## src/core/crc_unit_pkg.sv

```systemverilog
// Constants, register map and carrier types of the CRC execution unit
package crc_unit_pkg;
	// Address decode
	localparam logic [5:0]  UNIT_PAGE      = 6'h3F;
	localparam logic [6:0]  FIFO_PAGE      = 7'h7F;
	localparam logic [17:0] OFS_MODE       = 18'h3F000;
	localparam logic [17:0] OFS_KEY_SIZE   = 18'h3F008;
	localparam logic [17:0] OFS_DATA_SIZE  = 18'h3F010;
	localparam logic [17:0] OFS_RESET_CTRL = 18'h3F018;
	localparam logic [17:0] OFS_STATUS     = 18'h3F028;
	localparam logic [17:0] OFS_ISR        = 18'h3F030;
	localparam logic [17:0] OFS_MASK       = 18'h3F038;
	localparam logic [17:0] OFS_ICV_SIZE   = 18'h3F040;
	localparam logic [17:0] OFS_EOM        = 18'h3F050;
	localparam logic [17:0] OFS_CONTEXT    = 18'h3F100;
	localparam logic [17:0] OFS_KEY        = 18'h3F400;
	// Reset control and status fields
	localparam int unsigned RI_BIT   = 61;
	localparam int unsigned IFL_LSB  = 48;
	localparam int unsigned ST_HALTED = 58;
	localparam int unsigned INTEGRITY_COMPARE_RESULT_LSB = 59;
	localparam int unsigned ST_EI    = 61;
	localparam int unsigned ST_DI    = 62;
	localparam int unsigned ST_RD    = 63;
	// Error sources, shared by mask and interrupt status
	localparam int unsigned ERR_ICE = 49;
	localparam int unsigned ERR_PE  = 50;
	localparam int unsigned ERR_IE  = 51;
	localparam int unsigned ERR_ERE = 52;
	localparam int unsigned ERR_CE  = 53;
	localparam int unsigned ERR_KSE = 54;
	localparam int unsigned ERR_DSE = 55;
	localparam int unsigned ERR_ME  = 56;
	localparam int unsigned ERR_AE  = 57;
	localparam int unsigned ERR_IPO = 61;
	localparam logic [63:0] ERR_IMPL = 64'h23FE_0000_0000_0000;
	localparam logic [63:0] MASK_RST = 64'h0;
	// Mode fields
	localparam logic [63:0] MODE_LEGAL    = 64'h7;
	localparam int unsigned MODE_CICV     = 0;
	localparam int unsigned MODE_POLY_LSB = 1;
	// CRC32
	localparam logic [31:0] CTX_RST     = 32'hFFFF_FFFF;
	localparam logic [31:0] CRC_POLY    = 32'hEDB8_8320;
	localparam logic [31:0] CRC_RESIDUE = 32'hDEBB_20E3;
	localparam logic [1:0]  INTEGRITY_COMPARE_RESULT_NONE   = 2'h0;
	localparam logic [1:0]  INTEGRITY_COMPARE_RESULT_PASS   = 2'h1;
	localparam logic [1:0]  INTEGRITY_COMPARE_RESULT_FAIL   = 2'h2;
	// Input FIFO
	localparam int unsigned FIFO_DEPTH = 16;
	localparam logic [4:0]  FIFO_FULL  = 5'h10;
	// Reset sequence timing
	localparam int unsigned CLK_PERIOD_NS = 100;
	localparam int unsigned RST_SEQ_NS    = 800;
	localparam logic [3:0]  RST_SEQ_CYC   =
		4'((RST_SEQ_NS + CLK_PERIOD_NS - 1) / CLK_PERIOD_NS);

	typedef enum logic [5:0] {
		ST_INIT  = 6'h01,
		ST_IDLE  = 6'h02,
		ST_RUN   = 6'h04,
		ST_CHECK = 6'h08,
		ST_DONE  = 6'h10,
		ST_HALT  = 6'h20
	} crc_unit_state_e;

	typedef struct packed {
		logic        wr;
		logic        rd;
		logic [17:0] addr;
		logic [7:0]  be;
		logic [63:0] wdata;
	} crc_unit_req_s;

	typedef struct packed {
		logic        rvalid;
		logic [63:0] rdata;
	} crc_unit_rsp_s;

	typedef struct packed {
		logic [3:0]  nbytes;
		logic [63:0] data;
	} crc_unit_word_s;
endpackage

```

## src/core/crc_unit_core.sv

```systemverilog
// CRC execution unit: registers, input FIFO, two-entry buffer, CRC32 engine
`timescale 1ns/1ps

// Contract
// Integrity check runs raw CRC over message plus CRC, compares with residue.
// Check result reported by error interrupt or by status writeback, never both; code also sets status bits 59-60 to failed when the error interrupt fires.
// Writeback reporting masks check-fail source; completion then proceeds normally.
// Unmasked check failure raises error, suppresses done; pass completes normally.
// Mode written first; writing it once processing started gives context error.
// Data size write starts busy processing; non-multiple of 8 bits flags error.
// Reset control bit 61 clears done, error outputs and interrupt status.
// Status bits 48-55 report dwords held in the input FIFO.
// Status bit 58 shows error halt, masked too; stays until reset.
// Status bits 59-60: 00 none, 01 passed, 10 failed, 11 reserved.
// Status bit 61 mirrors error output, bit 62 mirrors done output.
// Status bit 63 reads zero during reset sequence, one afterward.
// Interrupt status bit sets only when unmasked; masked bit reads zero.
// Nonzero interrupt status halts the unit and asserts error interrupt.
// In channel-driven operation an error also signals the owning channel.
// Mask register holds one enable-low bit per error source.
// Reading a unit register during computation raises early-read error; code raises it only for mode, key size, data size and context reads.
// Changing key, key size, data size or mode while busy: context error.
// Access to an illegal location in the unit range raises address error.
// Pushing into a full input FIFO raises input-overflow error.
// Integrity value size register discards writes, reads zero, context checked.
// Partial word and check wait for end-of-message write; it reads zero.
// Host writes end-of-message to finish; channel issues it automatically.
module crc_unit_core (
	// Clock and reset
	input  wire logic                CLK_I,
	input  wire logic                RESET_N_I,
	// Register access
	input  wire crc_unit_pkg::crc_unit_req_s REG_REQ_I,
	output      crc_unit_pkg::crc_unit_rsp_s REG_RSP_O,
	// Controller and channel signals
	input  wire logic                CH_DRIVEN_I,
	output      logic                DONE_IRQ_O,
	output      logic                ERR_IRQ_O,
	output      logic                CH_ERR_O,
	output      logic                RESET_DONE_O
);

	typedef struct packed {
		crc_unit_pkg::crc_unit_state_e   state;
		logic [3:0]              init_cnt;
		logic [2:0]              mode;
		logic [63:0]             dsize;
		logic [31:0]             crc;
		logic [63:0]             mask;
		logic [63:0]             isr;
		logic                    done;
		logic                    err_irq;
		logic                    ch_err;
		logic                    halt;
		logic                    eom;
		logic [1:0]              integrity_compare_result;
		crc_unit_pkg::crc_unit_word_s [crc_unit_pkg::FIFO_DEPTH-1:0] fifo;
		logic [3:0]              wp;
		logic [3:0]              rp;
		logic [4:0]              cnt;
		logic [63:0]             stg;
		logic [7:0]              stg_be;
		crc_unit_pkg::crc_unit_word_s [1:0] bf;
		logic                    bwp;
		logic                    brp;
		logic [1:0]              bcnt;
		logic [63:0]             cur;
		logic [3:0]              left;
		crc_unit_pkg::crc_unit_rsp_s     rsp;
	} crc_unit_core_s;

	localparam crc_unit_core_s CORE_RST = '{
		state:   crc_unit_pkg::ST_INIT,
		crc:     crc_unit_pkg::CTX_RST,
		mask:    crc_unit_pkg::MASK_RST,
		integrity_compare_result:    crc_unit_pkg::INTEGRITY_COMPARE_RESULT_NONE,
		default: '0
	};

	crc_unit_core_s           s_ff;
	crc_unit_core_s           nxt_s;
	logic [63:0]          ev;
	logic [63:0]          rdat;
	logic                 hit;
	logic                 wr;
	logic                 rd;
	logic                 busy;
	logic                 ri;
	logic                 push;
	logic                 push_ok;
	logic                 mv;
	logic                 tk;
	logic                 halt_ev;
	crc_unit_pkg::crc_unit_word_s pw;

	function automatic logic [31:0] crc_byte(input logic [31:0] c, input logic [7:0] d);
		logic [31:0] r;
		r = c ^ {24'h0, d};
		for (int i = 0; i < 8; i++) begin
			r = r[0] ? ((r >> 1) ^ crc_unit_pkg::CRC_POLY) : (r >> 1);
		end
		return r;
	endfunction

	function automatic logic [3:0] bytes_set(input logic [7:0] be);
		logic [3:0] n;
		n = 4'h0;
		for (int i = 0; i < 8; i++) begin
			n = n + {3'h0, be[i]};
		end
		return n;
	endfunction

	always_comb begin
		nxt_s   = s_ff;
		ev      = '0;
		rdat    = '0;
		ri      = 1'b0;
		push    = 1'b0;
		pw      = '0;
		hit     = REG_REQ_I.addr[17:12] == crc_unit_pkg::UNIT_PAGE;
		wr      = REG_REQ_I.wr && hit && s_ff.state != crc_unit_pkg::ST_INIT;
		rd      = REG_REQ_I.rd && hit;
		busy    = s_ff.state == crc_unit_pkg::ST_RUN || s_ff.state == crc_unit_pkg::ST_CHECK;
		// Register decode
		case (REG_REQ_I.addr)
			crc_unit_pkg::OFS_MODE: begin
				if (wr) begin
					ev[crc_unit_pkg::ERR_CE] = busy;
					ev[crc_unit_pkg::ERR_ME] = |(REG_REQ_I.wdata & ~crc_unit_pkg::MODE_LEGAL);
					ev[crc_unit_pkg::ERR_PE] = |REG_REQ_I.wdata[crc_unit_pkg::MODE_POLY_LSB +: 2];
					nxt_s.mode = REG_REQ_I.wdata[2:0];
				end
				ev[crc_unit_pkg::ERR_ERE] = rd && busy;
				rdat = {61'h0, s_ff.mode};
			end
			crc_unit_pkg::OFS_KEY_SIZE: begin
				if (wr) begin
					ev[crc_unit_pkg::ERR_CE]  = busy;
					ev[crc_unit_pkg::ERR_KSE] = REG_REQ_I.wdata != 64'h0;
				end
				ev[crc_unit_pkg::ERR_ERE] = rd && busy;
			end
			crc_unit_pkg::OFS_KEY: begin
				ev[crc_unit_pkg::ERR_CE] = wr && busy;
				ev[crc_unit_pkg::ERR_AE] = rd;
			end
			crc_unit_pkg::OFS_DATA_SIZE: begin
				if (wr) begin
					ev[crc_unit_pkg::ERR_CE]  = busy && REG_REQ_I.wdata != s_ff.dsize;
					ev[crc_unit_pkg::ERR_DSE] = REG_REQ_I.wdata[2:0] != 3'h0;
					nxt_s.dsize = REG_REQ_I.wdata;
					if (s_ff.state == crc_unit_pkg::ST_IDLE) begin
						nxt_s.state = crc_unit_pkg::ST_RUN;
					end
				end
				ev[crc_unit_pkg::ERR_ERE] = rd && busy;
				rdat = s_ff.dsize;
			end
			crc_unit_pkg::OFS_RESET_CTRL: begin
				ri = wr && REG_REQ_I.wdata[crc_unit_pkg::RI_BIT];
			end
			crc_unit_pkg::OFS_STATUS: begin
				rdat[crc_unit_pkg::IFL_LSB +: 8]  = {3'h0, s_ff.cnt};
				rdat[crc_unit_pkg::ST_HALTED]     = s_ff.halt;
				rdat[crc_unit_pkg::INTEGRITY_COMPARE_RESULT_LSB +: 2] = s_ff.integrity_compare_result;
				rdat[crc_unit_pkg::ST_EI]         = s_ff.err_irq;
				rdat[crc_unit_pkg::ST_DI]         = s_ff.done;
				rdat[crc_unit_pkg::ST_RD]         = s_ff.state != crc_unit_pkg::ST_INIT;
			end
			crc_unit_pkg::OFS_ISR: begin
				rdat = s_ff.isr;
			end
			crc_unit_pkg::OFS_MASK: begin
				if (wr) begin
					nxt_s.mask = REG_REQ_I.wdata & crc_unit_pkg::ERR_IMPL;
				end
				rdat = s_ff.mask;
			end
			crc_unit_pkg::OFS_ICV_SIZE: begin
				ev[crc_unit_pkg::ERR_CE] = wr && busy;
			end
			crc_unit_pkg::OFS_EOM: begin
				if (wr) begin
					nxt_s.eom = 1'b1;
					if (s_ff.stg_be != 8'h0) begin
						push      = 1'b1;
						pw.data   = s_ff.stg;
						pw.nbytes = bytes_set(s_ff.stg_be);
						nxt_s.stg    = '0;
						nxt_s.stg_be = '0;
					end
				end
			end
			crc_unit_pkg::OFS_CONTEXT: begin
				if (wr) begin
					ev[crc_unit_pkg::ERR_CE] = busy;
					nxt_s.crc = REG_REQ_I.wdata[63:32];
				end
				ev[crc_unit_pkg::ERR_ERE] = rd && busy;
				rdat = {s_ff.crc, 32'h0};
			end
			default: begin
				if (REG_REQ_I.addr[17:11] == crc_unit_pkg::FIFO_PAGE && !rd) begin
					if (wr) begin
						ev[crc_unit_pkg::ERR_AE] = |(s_ff.stg_be & REG_REQ_I.be);
						for (int i = 0; i < 8; i++) begin
							if (REG_REQ_I.be[i]) begin
								nxt_s.stg[8*i +: 8] = REG_REQ_I.wdata[8*i +: 8];
							end
						end
						nxt_s.stg_be = s_ff.stg_be | REG_REQ_I.be;
						if (nxt_s.stg_be == 8'hFF) begin
							push         = 1'b1;
							pw.data      = nxt_s.stg;
							pw.nbytes    = 4'h8;
							nxt_s.stg    = '0;
							nxt_s.stg_be = '0;
						end
					end
				end else begin
					ev[crc_unit_pkg::ERR_AE] = wr || rd;
				end
			end
		endcase
		nxt_s.rsp.rvalid = rd;
		nxt_s.rsp.rdata  = rdat;
		// Input FIFO push, overflow when full
		push_ok = push && s_ff.cnt != crc_unit_pkg::FIFO_FULL;
		ev[crc_unit_pkg::ERR_IPO] = push && !push_ok;
		if (push_ok) begin
			nxt_s.fifo[s_ff.wp] = pw;
			nxt_s.wp = s_ff.wp + 4'h1;
		end
		// FIFO to buffer, buffer to engine
		mv = s_ff.cnt != 5'h0 && s_ff.bcnt != 2'h2 && s_ff.state != crc_unit_pkg::ST_HALT;
		tk = s_ff.state == crc_unit_pkg::ST_RUN && s_ff.left == 4'h0 && s_ff.bcnt != 2'h0;
		if (mv) begin
			nxt_s.bf[s_ff.bwp] = s_ff.fifo[s_ff.rp];
			nxt_s.bwp = ~s_ff.bwp;
			nxt_s.rp  = s_ff.rp + 4'h1;
		end
		if (tk) begin
			nxt_s.cur  = s_ff.bf[s_ff.brp].data;
			nxt_s.left = s_ff.bf[s_ff.brp].nbytes;
			nxt_s.brp  = ~s_ff.brp;
		end
		nxt_s.cnt  = s_ff.cnt + {4'h0, push_ok} - {4'h0, mv};
		nxt_s.bcnt = s_ff.bcnt + {1'b0, mv} - {1'b0, tk};
		// Engine
		case (s_ff.state)
			crc_unit_pkg::ST_INIT: begin
				nxt_s.init_cnt = s_ff.init_cnt + 4'h1;
				if (s_ff.init_cnt == crc_unit_pkg::RST_SEQ_CYC - 4'h1) begin
					nxt_s.state = crc_unit_pkg::ST_IDLE;
				end
			end
			crc_unit_pkg::ST_RUN: begin
				if (s_ff.left != 4'h0) begin
					nxt_s.crc  = crc_byte(s_ff.crc, s_ff.cur[7:0]);
					nxt_s.cur  = s_ff.cur >> 8;
					nxt_s.left = s_ff.left - 4'h1;
				end else if (s_ff.eom && s_ff.cnt == 5'h0 && s_ff.bcnt == 2'h0
						&& s_ff.stg_be == 8'h0 && !push) begin
					if (s_ff.mode[crc_unit_pkg::MODE_CICV]) begin
						nxt_s.state = crc_unit_pkg::ST_CHECK;
					end else begin
						nxt_s.state = crc_unit_pkg::ST_DONE;
						nxt_s.done  = 1'b1;
					end
				end
			end
			crc_unit_pkg::ST_CHECK: begin
				if (s_ff.crc == crc_unit_pkg::CRC_RESIDUE) begin
					nxt_s.integrity_compare_result  = crc_unit_pkg::INTEGRITY_COMPARE_RESULT_PASS;
					nxt_s.state = crc_unit_pkg::ST_DONE;
					nxt_s.done  = 1'b1;
				end else begin
					nxt_s.integrity_compare_result = crc_unit_pkg::INTEGRITY_COMPARE_RESULT_FAIL;
					ev[crc_unit_pkg::ERR_ICE] = 1'b1;
					if (s_ff.mask[crc_unit_pkg::ERR_ICE]) begin
						nxt_s.state = crc_unit_pkg::ST_DONE;
						nxt_s.done  = 1'b1;
					end
				end
			end
			crc_unit_pkg::ST_IDLE, crc_unit_pkg::ST_DONE, crc_unit_pkg::ST_HALT: begin
				nxt_s.init_cnt = s_ff.init_cnt;
			end
			default: begin
				nxt_s.state = crc_unit_pkg::ST_HALT;
			end
		endcase
		// Re-initialisation
		if (ri) begin
			nxt_s          = CORE_RST;
			nxt_s.mask     = s_ff.mask;
			nxt_s.mode     = s_ff.mode;
			nxt_s.rsp      = s_ff.rsp;
			nxt_s.rsp.rvalid = 1'b0;
		end
		// Error capture, set wins over clear
		nxt_s.isr = (ri ? 64'h0 : s_ff.isr) | (ev & ~s_ff.mask);
		nxt_s.isr = nxt_s.isr & ~nxt_s.mask;
		halt_ev = |(ev & ~({63'h0, s_ff.mask[crc_unit_pkg::ERR_ICE]} << crc_unit_pkg::ERR_ICE));
		if (halt_ev || nxt_s.isr != 64'h0) begin
			nxt_s.halt  = 1'b1;
			nxt_s.state = crc_unit_pkg::ST_HALT;
			nxt_s.done  = 1'b0;
		end
		nxt_s.err_irq = |nxt_s.isr;
		nxt_s.ch_err  = (|nxt_s.isr) && CH_DRIVEN_I;
	end

	always_ff @(posedge CLK_I) begin
		if (!RESET_N_I) begin
			s_ff <= CORE_RST;
		end else begin
			s_ff <= nxt_s;
		end
	end

	assign REG_RSP_O    = s_ff.rsp;
	assign DONE_IRQ_O   = s_ff.done;
	assign ERR_IRQ_O    = s_ff.err_irq;
	assign CH_ERR_O     = s_ff.ch_err;
	assign RESET_DONE_O = s_ff.state != crc_unit_pkg::ST_INIT;
endmodule

```

## config.mk

```make
export PLATFORM = sky130hd
export DESIGN_NAME = crc_unit_core
export DESIGN_NICKNAME = d
export VERILOG_FILES = /design/src/core/crc_unit_pkg.sv /design/src/core/crc_unit_core.sv
export SDC_FILE = /design/constraint.sdc
export NUM_CORES = 2
export LEC_CHECK = 0
export BUFFER_PORTS_ARGS = -buffer_cell sky130_fd_sc_hd__buf_4
export CAP_MARGIN = 20
export CORE_MARGIN = 4
export CORE_UTILIZATION = 56
export DETAILED_ROUTE_END_ITERATION = 7
export PLACE_DENSITY = 0.75
export RECOVER_POWER = 100
export SLEW_MARGIN = 20
export SYNTH_ARGS = -nofsm -noshare
export SYNTH_HDL_FRONTEND = slang
export SYNTH_SLANG_ARGS = --single-unit
```

## constraint.sdc

```tcl
create_clock -name CLK_I -period 3.5 [get_ports CLK_I]
set_input_delay 0.7 -clock CLK_I [delete_from_list [all_inputs] [get_ports CLK_I]]
set_output_delay 0.7 -clock CLK_I [all_outputs]
set_load 0.01 [all_outputs]
```

; After elaboration in Yosys (flattened, before gate mapping)
; Index checks and enable logic that the tools add are counted.
[word_totals]
reg_bits = 1690
inputBits = 95
output_inout_bits = 69
wordCells = 305
[op_classes]
addsub = 15
order_cmp = 6
n_eq_ne = 32
mux = 108
bitwise_logic = 23
reduce_logical = 59
[ops]
columns = op, n
row1 = 1690-bit two-way mux, 1
row2 = 1092-bit two-way mux, 1
row3 = 1088-bit bitwise mux, 1
row4 = 68-bit two-way mux, 13
row5 = 32-bit two-way mux, 12
row6 = 72-bit two-way mux, 5
row7 = 64-bit two-way mux, 5
row8 = 68-bit binary-select mux with 4-bit select, 1
row9 = 68-bit demux with 4-bit select, 1
row10 = 48-bit one-hot mux with 5 select lines, 1
row11 = "18-bit == test, second input constant", 11
row12 = 72-bit one-hot mux with 2 select lines, 1
row13 = 137-bit two-way mux, 1
row14 = 136-bit bitwise mux, 1
row15 = 68-bit one-hot mux with 2 select lines, 1
row16 = 62-bit by 64-bit AND with 64-bit output, 2
row17 = 64-bit inverter, 2
row18 = 64-bit nonzero test, 2
row19 = 64-bit OR reduction, 2
row20 = 13-bit inverter with 14-bit output, 8
row21 = 68-bit demux with 1-bit select, 1
row22 = 64-bit AND, 1
row23 = 8-bit two-way mux, 8
row24 = 64-bit inequality test, 1
row25 = 70 further kinds, 160

; Depth between registers and ports, before layout
[logic_depth]
ltp_word = 25
mapped_depth = 17
depth_no_buf = 16

; Worst setup path after synthesis
; OpenSTA, ideal clock, no wires.
[synth_path]
path_type = register to register
startpoint = register s_ff[273] in the netlist's numbering
endpoint = register with a tool-made name
setup_time_ps = 65
arrival_ps = 3362
t_required_ps = 3435
setup_slack_ps = 73
path_stages_with_launch = 13
path_buffers = 1
period_less_slack_ps = 3427
path_cell_list = dfxtp_1 -> fa_1 -> inv_1 -> fa_1 -> fa_1 -> inv_1 -> ha_1 -> fa_1 -> inv_1 -> nor2_1 -> clkbuf_1 -> mux2i_1 -> nor2_1
[synth_lines]
columns = element, line_no
row1 = start: declaration, crc_unit_core.sv:80  ; crc_unit_core_s s_ff;
row2 = start signal: assignment, crc_unit_core.sv:319  ; s_ff <= nxt_s;

; Worst setup path in the final report
[layout_path]
startpoint = register s_ff[1688] in the netlist's numbering
endpoint = register s_ff[1686] in the netlist's numbering
[layout_via]
elab_chain_len = 14
elab_cells_between_ends = 63
classes_between = eq/ne (7) / mux (34) / bitwise (5) / reduce/logical (17)
[layout_lines]
columns = element, line_no
row1 = 6-bit by 1-bit inequality test with 1-bit output, crc_unit_core.sv:122  ; wr = REG_REQ_I.wr && hit && s_ff.state != crc_unit_pkg::ST_INIT;
row2 = 1-bit logical AND, crc_unit_core.sv:122
row3 = 1-bit two-way mux, crc_unit_core.sv:205  ; if (wr) begin
row4 = 1-bit two-way mux, crc_unit_core.sv:204  ; if (REG_REQ_I.addr[17:11] == crc_unit_pkg::FIFO_PAGE && !rd) begin
row5 = 1-bit one-hot mux with 2 select lines, crc_unit_core.sv:126  ; case (REG_REQ_I.addr)
row6 = 1-bit logical AND, crc_unit_core.sv:229  ; push_ok = push && s_ff.cnt != crc_unit_pkg::FIFO_FULL;
row7 = 1-bit logical NOT, crc_unit_core.sv:230  ; ev[crc_unit_pkg::ERR_IPO] = push && !push_ok;
row8 = 1-bit logical AND, crc_unit_core.sv:230
row9 = 62-bit by 64-bit AND with 64-bit output, crc_unit_core.sv:303  ; nxt_s.isr = (ri ? 64'h0 : s_ff.isr) | (ev & ~s_ff.mask);
row10 = 64-bit OR, crc_unit_core.sv:303
row11 = 64-bit AND, crc_unit_core.sv:304  ; nxt_s.isr = nxt_s.isr & ~nxt_s.mask;
row12 = 64-bit nonzero test, crc_unit_core.sv:306  ; if (halt_ev || nxt_s.isr != 64'h0) begin
row13 = 1-bit logical OR, crc_unit_core.sv:306
row14 = 3-bit OR reduction (no source line), --
; Parallel ways exist; a longest one is shown, timed or not. The select of a mux whose other input is x is not followed.
; A chain may end at the register's enable or synchronous reset.

==> results.ini <==
[status]
status = completed

[cells_and_area]
drive_gt1_share_pct = 17.57
fin_cells = 9175
fill_cells = 9635
design_area_mm2 = 0.08203
nNetsFinal = 7506
area_delta_synth_final_pct = 16.20
utilization_pct = 65.41

[synthesis]
netlist.area_leader.share_pct = 47.93
synth_top_area_cell = dfxtp_1
synthAdderAreaFrac_pct = 0.4786
synth_nets = 7479
synthCells = 7360
avgSynthCellArea_um2 = 9.591
synthSimpleGateAreaFrac_pct = 12.79
synth_edf_count = 0
yosysMostFrequentCell = dfxtp_1
yosysSeqAreaShare_pct = 47.93
synth.mux.area_fraction_pct = 13.20
netlist_area_mm2 = 0.07059
synth_compound_area_share_pct = 18.58
synth_top_family_by_area = compound AO/OA/AOI/OAI gates
synth-seq-cells = 1690
synthTopCellsByArea = dfxtp_1 (48%), a211oi_1 (11%), mux4_2 (11%), nor2_1 (7.1%), nand2_1 (3.3%)
synth_xor_area_share_pct = 1.898
ys_top_cells_by_count = dfxtp_1 (1690), nor2_1 (1329), a211oi_1 (1038)
synth_ff_type = dfxtp_1
ys_async_sr_fraction_pct = 0
synth-warning-count = 0
synth_cell_types = 68

[setup_path]
cp_common_cell = buf_12
worstSetupPathType = reg -> reg
worst_setup_path_end_kind = register
worst_ep_arrival_time_ns = 4.18
slowest_stage = or4_4
critPathMaxFanout = 26
cpPeakStageDelay_ns = 0.58
start_kind = register
crit_required_ns = 4.22
crit_chain = or4_4, o21ai_4, nor3_4, buf_12, buf_12, o21ai_1, nand4_1, nor4_2, nand3_1, buf_12, nor4_4, o221a_1

[global_route]
grt_pass1_vias = 56840
grt.total_usage_pct = 31.94
grt_start_max_net_pins = 90
antenna_found_initial = 12
grt_overflow_total = 0
grt_pass1_wl_um = 332000

[sta]
clock.fmax_ghz = 0.2892
worst_slew_pin_slew_ns = 0.9366
period_minus_slack_ns = 3.458
rsz0062_at_grt = true
final.setup_skew_ns = 0.02693
finalHoldViolations = 0
post-route-period-util_pct = 98.79
drv_slew = 0
holdWs_ns = 0.1872
setup_viol = 0
relSlewSlack_pct = 37.11

[floorplan]
initial_core_util_pct = 56.29
fp.dieArea_mm2 = 0.1318
rows = 130
fp.dieW_um = 363.0
die_y_um = 363.0
ios = 164
fp.coreArea_mm2 = 0.1254

[clock_network]
path_clk_slew_ns = 0.06
root_buffer = clkbuf_16
h-tree-depth = 4
cts.sinks = 1690
cts_tree = built
cts_buffers = 167
worst_skew_pair.late_latency_ns = 0.80
cts_buffer_depth = 3

[drt]
wl_per_cell_um = 23.63
first_iter_violations = 6733
drc = 0
vias_per_cell = 6.401
dr_total_vias = 58730
ant_nets = 0
first_pass_iters = 8
drt_wl_total_um = 216800

[pwr]
sw_frac_of_total_pct = 26.55
p_switching_uw = 11340
power_density_mw_per_mm2 = 520.9
p_int_uw = 31390
p_seq_share_pct = 45.8
power_frac_comb_pct = 12.9
p_leak_uw = 0.02620
clkPwrFrac_pct = 41.3
irDropWorstVdd_mv = 0.4002

[placed_design]
post_dp_cell_area_mm2 = 0.07652
io_buffers = 163
place_hpwl_um = 144100
routabilityCongestion = 0.9747
placed_cells = 8867

[flow_run]
max-cap-violations = 0

[min_path]
hp-class = in -> reg

-- metrics by stage --
step	total power (µW)	setup TNS [ns]	setup slack (ns)
after detailed placement	25470	-42.43	-0.3722
after global routing	43900	-0.03014	-0.03014
after global placement	25460	-13.14	-0.4056
after floorplan	23250	0	0.07294
final	42730	0	0.04220
after CTS	42830	0	0.006498
-- power groups by stage --
stage                     Combinational, µW  Sequential (µW)  Clock (µW)
final                                  5520            19600       17600
after floorplan                        3480            19800           0
after CTS                              5490            19600       17800
after detailed placement               5480            20000           0
after global routing                   5800            19600       18500
after global placement                 5480            20000           0
-- layout by cell type, fill, tap and decap left out, types with 157 or more instances in the layout --
| master | instances |
|---|---|
| mux4_2 | 340 |
| buf_4 | 505 |
| clkbuf_16 | 171 |
| a211oi_1 | 1038 |
| nor2_1 | 1306 |
| nand2_1 | 620 |
| dfxtp_1 | 1685 |
| a21oi_1 | 343 |
| buf_12 | 157 |
| a22oi_1 | 183 |
| mux2i_1 | 164 |
-- layout make-up --
type	count	area [µm²]	area share [%]
diodes	12	30.03	0.03661
well taps	1650	2064	2.517
flip-flops and latches	1690	33850	41.27
multi-input cells	4785	33460	40.78
clock buffers	247	4905	5.979
inverters	79	299.0	0.3645
repair buffers	664	6957	8.481
clock inverters	48	467.9	0.5705
-- metal layers --
| layer | GRT usage (%) | wire, µm | share of wire, % |
|---|---|---|---|
| met3 | 4.892 | 18080 | 8.3 |
| met2 | 51.78 | 101300 | 47 |
| met4 | 15.00 | 10210 | 4.7 |
| met5 | 0 | 0 | 0 |
| met1 | 42.27 | 87130 | 40 |
-- final timing paths --
check | endpoint | cells past startpoint | start | slack [ns]
min | CH_ERR_O | 3 | CH_DRIVEN_I | 0.19
min reg2reg | register | 2 | register | 0.45
max | s_ff[1686] | 12 | s_ff[1688] | 0.04
max reg2reg | s_ff[1686] | 12 | s_ff[1688] | 0.04
-- cell families (layout without fill, tap and decap cells) --
group           count (synthesis)  in the layout
compound gates               1877           1877
xor+xnor                      153            153
fa+ha+maj                      24             24
buf+inv                       885           1038
flops                        1690           1690
mux                           506            506
other cells                     0             12
simple gates                 2225           2225
-- what timing repair did --
action	in CTS	in global routing
pin swaps	1	6
gates resized for setup	8	38
buffers inserted	0	1
setup endpoints to repair	29	24
hold buffers	0	0
-- worst max-delay path: cells and delay by family, from the launching register on --
kind,cells,cell delay (ns)
DFF,1,0.31
AOI/OAI and AO/OA,3,0.81
buffers and inverters,3,0.49
and+or+nand+nor,6,1.76
Power figures use the tool's default switching activity.
